File: src/pos_line_port_regs.vh
`ifndef POS_LINE_PORT_REGS_VH
`define POS_LINE_PORT_REGS_VH

// overhead layout: byte index within the overhead block at the head of each frame
`define SOH_BYTES        9
`define LOH_BYTES        18
`define POH_BYTES        9
`define OH_BYTES         36
`define OH_FRAME_A       9'h000
`define OH_FRAME_B       9'h001
`define OH_BIP           9'h002
`define OH_SECT_TRACE    9'h008
`define OH_POINTER       9'h009
`define OH_PATH_TRACE    9'h01b
`define OH_SIG_LABEL     9'h01d

// overhead byte values
`define FRAME_A_VAL      8'hf6
`define FRAME_B_VAL      8'h28
`define PTR_SONET_VAL    8'h62
`define PTR_SDH_VAL      8'h6a
`define LABEL_SCR_VAL    8'h16
`define LABEL_CLR_VAL    8'hcf

// hdlc-like delimiting
`define FLAG_BYTE        8'h7e
`define ESC_BYTE         8'h7d
`define ESC_XOR          8'h20
`define CRC32_POLY       32'hedb88320
`define CRC16_POLY       32'h00008408
`define CRC32_INIT       32'hffffffff
`define CRC16_INIT       32'h0000ffff
`define CRC32_GOOD       32'hdebb20e3
`define CRC16_GOOD       32'h0000f0b8

// loopback selections
`define LOOP_NONE        2'h0
`define LOOP_LINE        2'h1
`define LOOP_SERIAL      2'h2
`define LOOP_PARALLEL    2'h3

// error rate thresholds, exponent n of 10^-n
`define SD_MIN           4'h5
`define SD_MAX           4'h9
`define SD_DEF           4'h6
`define SF_MIN           4'h3
`define SF_MAX           4'h5
`define SF_DEF           4'h3

// timing
`define CLK_PERIOD_NS    5
`define RESTORE_TICK_NS  1000000
`define RESTORE_TICK_CYC (`RESTORE_TICK_NS / `CLK_PERIOD_NS)
`define MON_WIN_FRAMES   8000

`endif

File: src/pos_line_port.v
// Overview of operation
// - Frame check is 32 bits unless the short check input selects 16 bits.
// - Transmitter appends frame check computed over all packet bytes.
// - Receiver recomputes frame check and flags any mismatch as error.
// - Framing select chooses SONET or SDH pointer coding on build and parse.
// - Programmable 8-bit section trace byte is inserted into section overhead.
// - Nine section, eighteen line, nine path overhead bytes, each its own slot.
// - Loopback follows the loop_mode input alone, with no reset default; the none selection removes any loop.
// - Line loop sends received line bytes straight back out.
// - Serial loop feeds own transmit line bytes into own receive path.
// - Parallel loop hands transmit packet bytes straight to receive output.
// - Path trace message up to 64 bytes is sent in path overhead, one byte each frame.
// - Payload scrambling on both directions when enabled, clear otherwise.
// - Protection moves receive traffic to protecting port on working degrade or failure; transmit stays on the working line.
// - Exactly one working port pairs with exactly one protecting port.
// - Only one valid packet-over-SONET port is accepted as backup.
// - Clearing the protection setting disables automatic switching.
// - Degrade threshold 10^-n, n 5 to 9, default 6, raises degrade alarm.
// - Failure threshold 10^-n, n 3 to 5, default 3, raises failure alarm.
// - Revertive returns after fault clears and restore timer expires; else never.
// - Lockout on protecting port suppresses automatic switching to it.
`include "pos_line_port_regs.vh"
`timescale 1ns/1ps
`default_nettype none

module pos_line_port #(
    parameter PAYLOAD_LEN     = 234,
    parameter TICK_CYCLES     = `RESTORE_TICK_CYC,
    parameter WIN_FRAMES      = `MON_WIN_FRAMES
) (
    // clock and reset
    input  wire        ref_clk,
    input  wire        rst,
    // configuration
    input  wire        fcs_short,
    input  wire        framing_sdh,
    input  wire [7:0]  section_trace_byte,
    input  wire [1:0]  loop_mode,
    input  wire        scramble_en,
    input  wire [3:0]  degrade_error_threshold,
    input  wire [3:0]  failure_error_threshold,
    // path trace message store
    input  wire        trace_wr,
    input  wire [5:0]  trace_addr,
    input  wire [7:0]  trace_data,
    input  wire [6:0]  trace_len,
    // protection setup
    input  wire        prot_enable,
    input  wire [3:0]  backup_port_designation,
    input  wire        backup_valid,
    input  wire        backup_is_pos,
    input  wire        lockout,
    input  wire        revertive,
    input  wire [7:0]  restore_delay_timer,
    // packet transmit side
    input  wire [7:0]  tx_data,
    input  wire        tx_valid,
    input  wire        tx_eop,
    output reg         tx_ready_ff,
    output reg         tx_underrun_ff,
    // packet receive side
    output reg  [7:0]  rx_data_ff,
    output reg         rx_valid_ff,
    output reg         rx_end_ff,
    output reg         rx_err_ff,
    // lines
    input  wire [7:0]  line_rx_data,
    input  wire        line_rx_fp,
    input  wire [7:0]  prot_rx_data,
    input  wire        prot_rx_fp,
    output reg  [7:0]  line_tx_data_ff,
    output reg         line_tx_fp_ff,
    // status
    output reg  [7:0]  rx_section_trace_ff,
    output reg         framing_mismatch_ff,
    output reg         degrade_alarm_ff,
    output reg         failure_alarm_ff,
    output reg         on_protect_ff,
    output reg  [3:0]  active_backup_ff
);

    localparam        FRAME_LEN = `OH_BYTES + PAYLOAD_LEN;
    localparam [47:0] WIN_BITS  = WIN_FRAMES * FRAME_LEN * 8;
    localparam [2:0]  H_IDLE = 3'b001, H_DATA = 3'b010, H_FCS = 3'b100;
    localparam [2:0]  A_WORK = 3'b001, A_PROT = 3'b010, A_WAIT = 3'b100;

    // reflected crc over one byte, width chosen by the polynomial
    function [31:0] crc_byte;
        input [31:0] c;
        input [7:0]  d;
        input        short;
        integer      i;
        reg          fb;
        begin
            crc_byte = c;
            for (i = 0; i < 8; i = i + 1)
            begin
                fb = crc_byte[0] ^ d[i];
                crc_byte = crc_byte >> 1;
                if (fb)
                    crc_byte = crc_byte ^ (short ? `CRC16_POLY : `CRC32_POLY);
            end
        end
    endfunction

    // x^43+1 self-synchronous scrambler step, msb first
    function [50:0] scr_step;
        input [42:0] h;
        input [7:0]  d;
        input        descr;
        integer      i;
        reg   [42:0] s;
        reg   [7:0]  o;
        begin
            s = h;
            for (i = 7; i >= 0; i = i - 1)
            begin
                o[i] = d[i] ^ s[42];
                s = {s[41:0], descr ? d[i] : o[i]};
            end
            scr_step = {s, o};
        end
    endfunction

    function [29:0] pow10;
        input [3:0] n;
        begin
            case (n)
                4'h3:    pow10 = 30'd1000;
                4'h4:    pow10 = 30'd10000;
                4'h5:    pow10 = 30'd100000;
                4'h6:    pow10 = 30'd1000000;
                4'h7:    pow10 = 30'd10000000;
                4'h8:    pow10 = 30'd100000000;
                default: pow10 = 30'd1000000000;
            endcase
        end
    endfunction

    // ---------------- transmit ----------------
    reg  [7:0]  trace_mem [0:63];
    reg  [8:0]  tx_pos_ff;
    reg  [5:0]  trace_idx_ff;
    reg  [2:0]  hst_ff;
    reg  [1:0]  fcs_idx_ff;
    reg         esc_ff;
    reg  [7:0]  esc_byte_ff;
    reg         last_flag_ff;
    reg  [31:0] tcrc_ff;
    reg  [42:0] tscr_ff;
    reg  [7:0]  tbip_ff;
    reg  [7:0]  tbip_acc_ff;
    reg  [8:0]  nxt_tx_pos;
    reg  [2:0]  nxt_hst;
    reg  [1:0]  nxt_fcs_idx;
    reg         nxt_esc;
    reg  [7:0]  nxt_esc_byte;
    reg         nxt_last_flag;
    reg  [31:0] nxt_tcrc;
    reg  [42:0] nxt_tscr;
    reg  [7:0]  tx_byte;
    reg  [7:0]  raw;
    reg         underrun;
    reg  [50:0] tsr;
    wire        tx_acc    = tx_valid & tx_ready_ff;
    wire [1:0]  fcs_last  = fcs_short ? 2'd1 : 2'd3;
    wire [31:0] tcrc_inv  = ~tcrc_ff;

    // path trace message store
    always @(posedge ref_clk)
    begin
        if (trace_wr)
            trace_mem[trace_addr] <= trace_data;
    end

    // frame builder: overhead slots then hdlc payload with stuffing
    always @*
    begin
        nxt_tx_pos    = (tx_pos_ff == FRAME_LEN - 1) ? 9'h000 : tx_pos_ff + 9'h001;
        nxt_hst       = hst_ff;
        nxt_fcs_idx   = fcs_idx_ff;
        nxt_esc       = esc_ff;
        nxt_esc_byte  = esc_byte_ff;
        nxt_last_flag = last_flag_ff;
        nxt_tcrc      = tcrc_ff;
        nxt_tscr      = tscr_ff;
        raw           = `FLAG_BYTE;
        underrun      = 1'b0;
        tsr           = 51'h0;
        tx_byte       = 8'h00;
        if (tx_pos_ff < `OH_BYTES)
        begin
            case (tx_pos_ff)
                `OH_FRAME_A:    tx_byte = `FRAME_A_VAL;
                `OH_FRAME_B:    tx_byte = `FRAME_B_VAL;
                `OH_BIP:        tx_byte = tbip_ff;
                `OH_SECT_TRACE: tx_byte = section_trace_byte;
                `OH_POINTER:    tx_byte = framing_sdh ? `PTR_SDH_VAL : `PTR_SONET_VAL;
                `OH_PATH_TRACE: tx_byte = trace_mem[trace_idx_ff];
                `OH_SIG_LABEL:  tx_byte = scramble_en ? `LABEL_SCR_VAL : `LABEL_CLR_VAL;
                default:        tx_byte = 8'h00;
            endcase
        end
        else
        begin
            if (esc_ff)
            begin
                tx_byte = esc_byte_ff;
                nxt_esc = 1'b0;
            end
            else
            begin
                case (hst_ff)
                    H_IDLE:
                    begin
                        if (tx_acc)
                        begin
                            raw      = tx_data;
                            nxt_tcrc = crc_byte(fcs_short ? `CRC16_INIT : `CRC32_INIT, tx_data, fcs_short);
                            nxt_hst  = tx_eop ? H_FCS : H_DATA;
                        end
                    end
                    H_DATA:
                    begin
                        if (tx_acc)
                        begin
                            raw      = tx_data;
                            nxt_tcrc = crc_byte(tcrc_ff, tx_data, fcs_short);
                            nxt_hst  = tx_eop ? H_FCS : H_DATA;
                        end
                        else
                        begin
                            underrun = 1'b1; // abort: a flag ends the frame with a bad check
                            nxt_hst  = H_IDLE;
                        end
                    end
                    H_FCS:
                    begin
                        raw         = tcrc_inv[{fcs_idx_ff, 3'b000} +: 8];
                        nxt_fcs_idx = fcs_idx_ff + 2'd1;
                        if (fcs_idx_ff == fcs_last)
                        begin
                            nxt_fcs_idx = 2'd0;
                            nxt_hst     = H_IDLE;
                        end
                    end
                    default:
                        nxt_hst = H_IDLE;
                endcase
                nxt_last_flag = (raw == `FLAG_BYTE) && !(tx_acc || hst_ff == H_FCS);
                if ((tx_acc || hst_ff == H_FCS) && (raw == `FLAG_BYTE || raw == `ESC_BYTE))
                begin
                    tx_byte      = `ESC_BYTE;
                    nxt_esc      = 1'b1;
                    nxt_esc_byte = raw ^ `ESC_XOR;
                end
                else
                    tx_byte = raw;
            end
            tsr = scr_step(tscr_ff, tx_byte, 1'b0);
            if (scramble_en)
            begin
                tx_byte  = tsr[7:0];
                nxt_tscr = tsr[50:8];
            end
        end
    end

    // transmit registers and line output
    always @(posedge ref_clk)
    begin
        if (rst)
        begin
            tx_pos_ff      <= 9'h000;
            trace_idx_ff   <= 6'h00;
            hst_ff         <= H_IDLE;
            fcs_idx_ff     <= 2'd0;
            esc_ff         <= 1'b0;
            esc_byte_ff    <= 8'h00;
            last_flag_ff   <= 1'b0;
            tcrc_ff        <= `CRC32_INIT;
            tscr_ff        <= 43'h0;
            tbip_ff        <= 8'h00;
            tbip_acc_ff    <= 8'h00;
            tx_ready_ff    <= 1'b0;
            tx_underrun_ff <= 1'b0;
            line_tx_data_ff <= 8'h00;
            line_tx_fp_ff  <= 1'b0;
        end
        else
        begin
            tx_pos_ff      <= nxt_tx_pos;
            hst_ff         <= nxt_hst;
            fcs_idx_ff     <= nxt_fcs_idx;
            esc_ff         <= nxt_esc;
            esc_byte_ff    <= nxt_esc_byte;
            last_flag_ff   <= nxt_last_flag;
            tcrc_ff        <= nxt_tcrc;
            tscr_ff        <= nxt_tscr;
            tx_underrun_ff <= underrun;
            tx_ready_ff    <= (nxt_tx_pos >= `OH_BYTES) && !nxt_esc &&
                              (nxt_hst == H_DATA || (nxt_hst == H_IDLE && nxt_last_flag));
            if (tx_pos_ff == FRAME_LEN - 1)
            begin
                tbip_ff      <= tbip_acc_ff ^ tx_byte;
                tbip_acc_ff  <= 8'h00;
                trace_idx_ff <= ({1'b0, trace_idx_ff} + 7'd1 >= trace_len) ? 6'h00 : trace_idx_ff + 6'h01;
            end
            else
                tbip_acc_ff <= tbip_acc_ff ^ tx_byte;
            if (loop_mode == `LOOP_LINE)
            begin
                line_tx_data_ff <= line_rx_data;
                line_tx_fp_ff   <= line_rx_fp;
            end
            else
            begin
                line_tx_data_ff <= tx_byte;
                line_tx_fp_ff   <= (tx_pos_ff == 9'h000);
            end
        end
    end

    // ---------------- working port monitor ----------------
    wire        serial   = (loop_mode == `LOOP_SERIAL);
    wire [7:0]  w_data   = serial ? line_tx_data_ff : line_rx_data;
    wire        w_fp     = serial ? line_tx_fp_ff : line_rx_fp;
    wire [3:0]  sd_n     = (degrade_error_threshold < `SD_MIN || degrade_error_threshold > `SD_MAX) ?
                           `SD_DEF : degrade_error_threshold;
    wire [3:0]  sf_n     = (failure_error_threshold < `SF_MIN || failure_error_threshold > `SF_MAX) ?
                           `SF_DEF : failure_error_threshold;
    reg  [8:0]  wpos_ff;
    reg  [7:0]  wbip_ff;
    reg  [7:0]  wbip_acc_ff;
    reg  [17:0] errs_ff;
    reg  [13:0] win_ff;
    reg  [3:0]  nerr;
    integer     k;

    // errored bits in the parity byte
    always @*
    begin
        nerr = 4'h0;
        for (k = 0; k < 8; k = k + 1)
            nerr = nerr + {3'b000, w_data[k] ^ wbip_ff[k]};
    end

    // parity check per frame, error rate judged per observation window
    always @(posedge ref_clk)
    begin
        if (rst)
        begin
            wpos_ff          <= 9'h000;
            wbip_ff          <= 8'h00;
            wbip_acc_ff      <= 8'h00;
            errs_ff          <= 18'h0;
            win_ff           <= 14'h0;
            degrade_alarm_ff <= 1'b0;
            failure_alarm_ff <= 1'b0;
        end
        else
        begin
            wpos_ff <= w_fp ? 9'h001 : wpos_ff + 9'h001;
            if (w_fp)
            begin
                wbip_ff     <= wbip_acc_ff;
                wbip_acc_ff <= w_data;
            end
            else
                wbip_acc_ff <= wbip_acc_ff ^ w_data;
            if (wpos_ff == `OH_BIP && !w_fp)
                errs_ff <= errs_ff + {14'h0, nerr};
            if (w_fp)
            begin
                win_ff <= win_ff + 14'h1;
                if (win_ff == WIN_FRAMES - 1)
                begin
                    win_ff           <= 14'h0;
                    errs_ff          <= 18'h0;
                    degrade_alarm_ff <= ({errs_ff, 30'h0} >> 30) * pow10(sd_n) > WIN_BITS;
                    failure_alarm_ff <= ({errs_ff, 30'h0} >> 30) * pow10(sf_n) > WIN_BITS;
                end
            end
        end
    end

    // ---------------- protection switching ----------------
    wire        aps_ok  = prot_enable && backup_valid && backup_is_pos;
    wire        fault   = degrade_alarm_ff || failure_alarm_ff;
    reg  [2:0]  ast_ff;
    reg  [31:0] tick_ff;
    reg  [7:0]  wait_ff;
    wire        tick    = (tick_ff == TICK_CYCLES - 1);

    // working/protecting selection state
    always @(posedge ref_clk)
    begin
        if (rst)
        begin
            ast_ff           <= A_WORK;
            tick_ff          <= 32'h0;
            wait_ff          <= 8'h00;
            active_backup_ff <= 4'h0;
        end
        else
        begin
            tick_ff <= tick ? 32'h0 : tick_ff + 32'h1;
            if (aps_ok)
                active_backup_ff <= backup_port_designation;
            case (ast_ff)
                A_WORK:
                    if (aps_ok && fault && !lockout)
                        ast_ff <= A_PROT;
                A_PROT:
                    if (!aps_ok)
                        ast_ff <= A_WORK;
                    else if (revertive && !fault)
                    begin
                        ast_ff  <= A_WAIT;
                        wait_ff <= restore_delay_timer;
                        tick_ff <= 32'h0;
                    end
                A_WAIT:
                    if (!aps_ok)
                        ast_ff <= A_WORK;
                    else if (fault || !revertive)
                        ast_ff <= A_PROT;
                    else if (wait_ff == 8'h00)
                        ast_ff <= A_WORK;
                    else if (tick)
                        wait_ff <= wait_ff - 8'h01;
                default:
                    ast_ff <= A_WORK;
            endcase
        end
    end

    // ---------------- receive ----------------
    wire [7:0]  s_data  = on_protect_ff ? prot_rx_data : w_data;
    wire        s_fp    = on_protect_ff ? prot_rx_fp : w_fp;
    wire        want    = (ast_ff != A_WORK);
    wire        swap    = s_fp && (want != on_protect_ff);
    reg  [8:0]  rpos_ff;
    reg  [42:0] rscr_ff;
    reg         resc_ff;
    reg         in_pkt_ff;
    reg  [2:0]  held_ff;
    reg  [31:0] dly_ff;
    reg  [31:0] rcrc_ff;
    reg  [50:0] rsr;
    reg  [7:0]  pb;
    wire        pay     = !s_fp && rpos_ff >= `OH_BYTES;
    wire [2:0]  depth   = fcs_short ? 3'd2 : 3'd4;
    wire [31:0] good    = fcs_short ? `CRC16_GOOD : `CRC32_GOOD;

    // descramble and unstuff the selected stream
    always @*
    begin
        rsr = scr_step(rscr_ff, s_data, 1'b1);
        pb  = (scramble_en ? rsr[7:0] : s_data) ^ (resc_ff ? `ESC_XOR : 8'h00);
    end

    // receive processor: overhead parse, delimiting, check and delivery
    always @(posedge ref_clk)
    begin
        if (rst)
        begin
            rpos_ff             <= 9'h000;
            rscr_ff             <= 43'h0;
            resc_ff             <= 1'b0;
            in_pkt_ff           <= 1'b0;
            held_ff             <= 3'd0;
            dly_ff              <= 32'h0;
            rcrc_ff             <= `CRC32_INIT;
            on_protect_ff       <= 1'b0;
            rx_data_ff          <= 8'h00;
            rx_valid_ff         <= 1'b0;
            rx_end_ff           <= 1'b0;
            rx_err_ff           <= 1'b0;
            rx_section_trace_ff <= 8'h00;
            framing_mismatch_ff <= 1'b0;
        end
        else
        begin
            rx_valid_ff <= 1'b0;
            rx_end_ff   <= 1'b0;
            rx_err_ff   <= 1'b0;
            rpos_ff     <= s_fp ? 9'h001 : rpos_ff + 9'h001;
            if (loop_mode == `LOOP_PARALLEL)
            begin
                rx_valid_ff <= tx_acc;
                rx_data_ff  <= tx_data;
                rx_end_ff   <= tx_acc && tx_eop;
                in_pkt_ff   <= 1'b0;
            end
            else if (swap)
            begin
                on_protect_ff <= want;
                rx_end_ff     <= in_pkt_ff;
                rx_err_ff     <= in_pkt_ff;
                in_pkt_ff     <= 1'b0;
                resc_ff       <= 1'b0;
            end
            else if (!pay)
            begin
                if (rpos_ff == `OH_SECT_TRACE)
                    rx_section_trace_ff <= s_data;
                if (rpos_ff == `OH_POINTER)
                    framing_mismatch_ff <= s_data != (framing_sdh ? `PTR_SDH_VAL : `PTR_SONET_VAL);
            end
            else
            begin
                rscr_ff <= rsr[50:8];
                if (!resc_ff && pb == `FLAG_BYTE)
                begin
                    if (in_pkt_ff && held_ff == depth)
                    begin
                        rx_end_ff <= 1'b1;
                        rx_err_ff <= rcrc_ff != good;
                    end
                    in_pkt_ff <= 1'b0;
                end
                else if (!resc_ff && pb == `ESC_BYTE)
                    resc_ff <= 1'b1;
                else
                begin
                    resc_ff <= 1'b0;
                    if (!in_pkt_ff)
                    begin
                        in_pkt_ff <= 1'b1;
                        held_ff   <= 3'd1;
                        dly_ff    <= {24'h0, pb};
                        rcrc_ff   <= crc_byte(fcs_short ? `CRC16_INIT : `CRC32_INIT, pb, fcs_short);
                    end
                    else
                    begin
                        dly_ff  <= {dly_ff[23:0], pb};
                        rcrc_ff <= crc_byte(rcrc_ff, pb, fcs_short);
                        if (held_ff == depth)
                        begin
                            rx_valid_ff <= 1'b1;
                            rx_data_ff  <= fcs_short ? dly_ff[15:8] : dly_ff[31:24];
                        end
                        else
                            held_ff <= held_ff + 3'd1;
                    end
                end
            end
        end
    end

endmodule // pos_line_port

`default_nettype wire

File: config.mk
export PLATFORM = sky130hd
export DESIGN_NAME = pos_line_port
export DESIGN_NICKNAME = d
export VERILOG_FILES = /design/src/pos_line_port.v
export VERILOG_INCLUDE_DIRS = /design/src
export SDC_FILE = /design/constraint.sdc
export NUM_CORES = 2
export LEC_CHECK = 0
export BUFFER_PORTS_ARGS = -buffer_cell sky130_fd_sc_hd__buf_2
export CORE_MARGIN = 2
export CORE_UTILIZATION = 50
export CTS_CLUSTER_DIAMETER = 30
export DETAILED_ROUTE_END_ITERATION = 7
export PLACE_DENSITY = 0.66
export SYNTH_ARGS = -nofsm -noshare
export SYNTH_HDL_FRONTEND = slang
export SYNTH_SLANG_ARGS = --single-unit
File: constraint.sdc
create_clock -name ref_clk -period 14 [get_ports ref_clk]
set_input_delay 0 -clock ref_clk [delete_from_list [all_inputs] [get_ports ref_clk]]
set_output_delay 0 -clock ref_clk [all_outputs]
set_load 0.05 [all_outputs]
==> summary.md <==
| Metric | Value |
|---|---|
| Result of the run | finished clean |
| Final Cycle Share | 0.662 |
| Max incr delay on CP | 1.04 ns |
| Synth area leader | sky130_fd_sc_hd__fa_1 |
| Initial detailed-routing violation count | ~4300 |
| Nature of the critical path endpoint | flip-flop |
| Drt wl/cell | 19.9 µm |
| Most frequently used flop master after synthesis | sky130_fd_sc_hd__edfxtp_1 |
| Final Hold Fails | 0 |
| Count of antenna-violating nets left after detailed routing | 0 |
| Length of routed met3 wiring | 13.0 mm |
| Post-synth cell types | 94 |
| Initial Utilization | 0.505 |
| Proportion of synthesized chip area in sequential cells | 0.328 |
| Share of layout cells above drive strength 1 | 0.108 |
| Uppermost layer routed | met5 |
| Category of the critical setup timing path | in -> reg |
| Reg power frac | 0.217 |
| Maximum number of pins on one net before global-route repair | roughly 160 |
| Synthesis-to-layout area growth | 15.9% |
| Number of search-and-repair iterations in the first detailed-routing pass | 6 |
| Mean instance size in the synthesized netlist | 10.5 µm² |
| EDFF count, synth | ~510 |
| Total wire length | 184 mm |
| Worst clock skew on the final layout | ~0.072 ns |
| Most frequent cells after synthesis | 1098 x sky130_fd_sc_hd__inv_1, 807 x sky130_fd_sc_hd__fa_1, 674 x sky130_fd_sc_hd__nand2_1 |
| Overall die width | 380 µm |
| Metal-1 WL | 78.3 mm |
| Share of async-settable or async-resettable flops after synthesis | 0 |
| Number of buffers inserted during clock tree synthesis | 182 |
| Final weighted congestion of routability-driven global placement | 0.954 |
| Proportion of netlist area held by the largest area contributor | 0.229 |
| I/O pins | 128 |
| DR vias | 50000 |
| Required time worst endpoint | 14.63 ns |
| CP arrival | 9.90 ns |
| Netlist area before placement | 70500 µm² |
| Share of total power in the clock network | 0.334 |
| Count leader, synth | sky130_fd_sc_hd__inv_1 |
| Internal Pwr Total | 7980 µW |
| Cell Pwr Density | 160 nW/µm² |
| Worst hold path class | in -> reg |
| Total DRC errors in the routed layout | 0 |
| Sum Neg Setup Slack | 0 ns |
| Leakage Power | 0.0354 µW |
| Number of vias per cell | 5.40 |
| Post-layout instance area | 81800 µm² |
| Metal2 WL | around 88 mm |
| Total number of clock tree sinks | approximately 900 |
| Vias in the first global route | just over 50000 |
| Largest fanout on the critical path | 49 |
| H-tree level count | 4 |
| Insertion delay to the later sink of the worst-skew pair | 0.81 ns |
| Clock tree from TritonCTS | done |
| Main area contributors after synthesis | sky130_fd_sc_hd__fa_1 23%, sky130_fd_sc_hd__edfxtp_1 22%, sky130_fd_sc_hd__dfxtp_1 11%, sky130_fd_sc_hd__inv_1 5.8%, sky130_fd_sc_hd__mux4_2 5.6% |
| Setup Fix Bufs, Post-CTS | 0 |
| Placeable core region | 140000 µm² |
| Register bit count reported by yosys | 898 |
| Yosys warnings | 0 |
| Master cell of the clock root buffer | sky130_fd_sc_hd__clkbuf_16 |
| Switching Power | 5110 µW |
| Tot GR Track Use | 0.261 |
| HPWL reported at the end of detailed placement | 132 mm |
| Final Max Tran Viols | 0 |
| Overflow left after global routing | 0 |
| Worst R2R Path Depth | 25 |
| Minimum period implied by the final worst setup slack | 9.27 ns |
| Timing-limited maximum frequency | 0.108 GHz |
| Clock edge transition at the registers on the reported setup and hold paths | approximately 0.06 ns |
| Standard cell area after detailed placement | 74200 µm² |
| Max transition margin | 0.149 |
| Transition time at the pin with the least slew margin | approximately 1.3 ns |
| Vert. Die Dim | 380 µm |
| Clock tree buffer depth | 3 |
| Combinational fraction of design power | 0.449 |
| Setup repair after global routing missed its margin | false |
| Area of the die | ~140000 µm² |
| Number of rows in the core area | 137 |
| Post-Syn Instances | 6701 |
| Total of buffers placed on input and output ports | roughly 130 |
| Worst-case vdd ir drop | 0.000377 V |
| Startpoint types | input port |
| Switching share of power | 0.390 |
| Final #Nets | between 8000 and 9000 |
| Min-Delay Path Depth | 1 |
| Wire length of the first global-routing pass | between 200 and 300 mm |
| Initial antenna violation count | 4 |
| Crit path top cell by count | sky130_fd_sc_hd__fa_1 |
| Final setup viols | 0 |
| Reported max-cap violation count | 0 |
| Highest-delay cell along the critical path | sky130_fd_sc_hd__o21ai_1 |
cells by family (layout without fill, tap and decap cells):
family	count (synthesis)	count (layout)	share of synthesized area
compound gates	826	826	0.0733
xor+xnor	421	421	0.0573
fa+ha+maj	1107	1107	0.282
buf+inv	1424	1767	0.0762
flops	898	898	0.328
mux	246	246	0.0665
other cells	2	334	0.000106
simple gates	1777	1777	0.117
final timing paths:
| path | endpoint | slack, ns | from |
|---|---|---|---|
| setup / recovery | degrade_alarm_ff | 4.73 | degrade_error_threshold[1] |
| hold / removal | trace_mem[29][0] | 0.02 | trace_data[0] |
| setup reg to reg | degrade_alarm_ff | 5.35 | errs_ff[8] |
| hold reg to reg | tscr_ff[37] | 0.44 | tscr_ff[29] |
timing repair:
item,in CTS,in global routing
hold buffers,121,0
endpoints found under the hold margin,547,0
resized for setup,0,0
cell usage in the layout (no fill, tap or decap), types with 158 or more instances in the layout:
master	n
sky130_fd_sc_hd__inv_1	1097
sky130_fd_sc_hd__a21oi_1	332
sky130_fd_sc_hd__ha_1	300
sky130_fd_sc_hd__nor2_1	455
sky130_fd_sc_hd__xnor2_1	236
sky130_fd_sc_hd__clkbuf_16	183
sky130_fd_sc_hd__nand2_1	673
sky130_fd_sc_hd__fa_1	807
sky130_fd_sc_hd__edfxtp_1	512
sky130_fd_sc_hd__dfxtp_1	382
sky130_fd_sc_hd__xor2_1	158
sky130_fd_sc_hd__mux4_2	175
sky130_fd_sc_hd__conb_1	333
sequential cells by signal, summed over array words and instances (netlist names), 14 cells and up, named ones only:
register   flops
errs_ff       18
win_ff        14
rscr_ff       43
tscr_ff       43
dly_ff        32
trace_mem    512
tick_ff       32
rcrc_ff       32
tcrc_ff       32
metrics by stage:
stage	total power (µW)	cells	setup WS, ns	hold WS [ns]	utilization
detailed placement	8380	8787	4.10	0.254	0.531
CTS	12800	9251	4.90	0.00103	0.585
finish	13100	9252	4.73	0.0198	0.585
global route	14000	9251	4.04	0.0656	0.585
floorplan	7290	7032	6.45	0.0989	-
global placement	8320	8787	4.33	0.243	0.531
critical path: cells and delay by family:
kind,cells,cell delay (ns)
adders and majority gates,7,3.40
and+or+nand+nor,9,2.99
buffers and inverters,6,1.03
AOI/OAI and AO/OA,7,2.44
layout make-up:
type	count	area, µm²
clock inverters	140	1640
diodes	1	2.50
multi-input cells	4710	43300
well taps	1876	2350
flip-flops and latches	898	23100
fillers	11600	58000
clock buffers	203	4740
repair buffers	324	2440
inverters	1100	4130
layer usage:
metal	vias up	global-route usage
met5	-	0
met4	4	0.0770
met3	273	0.0443
met2	1816	0.422
met1	25100	0.362
li1	22800	-
power groups by stage:
| stage | clock network [µW] | logic [µW] | registers (µW) |
|---|---|---|---|
| 6_report | 4370 | 5870 | 2840 |
| 5_1_grt | 4550 | 6620 | 2840 |
| 4_1_cts | 4420 | 5560 | 2840 |
| 3_5_place_dp | 0 | 5490 | 2890 |
| 3_3_place_gp | 0 | 5430 | 2890 |
| 2_1_floorplan | 0 | 4390 | 2900 |
Power figures use the tool's default switching activity.
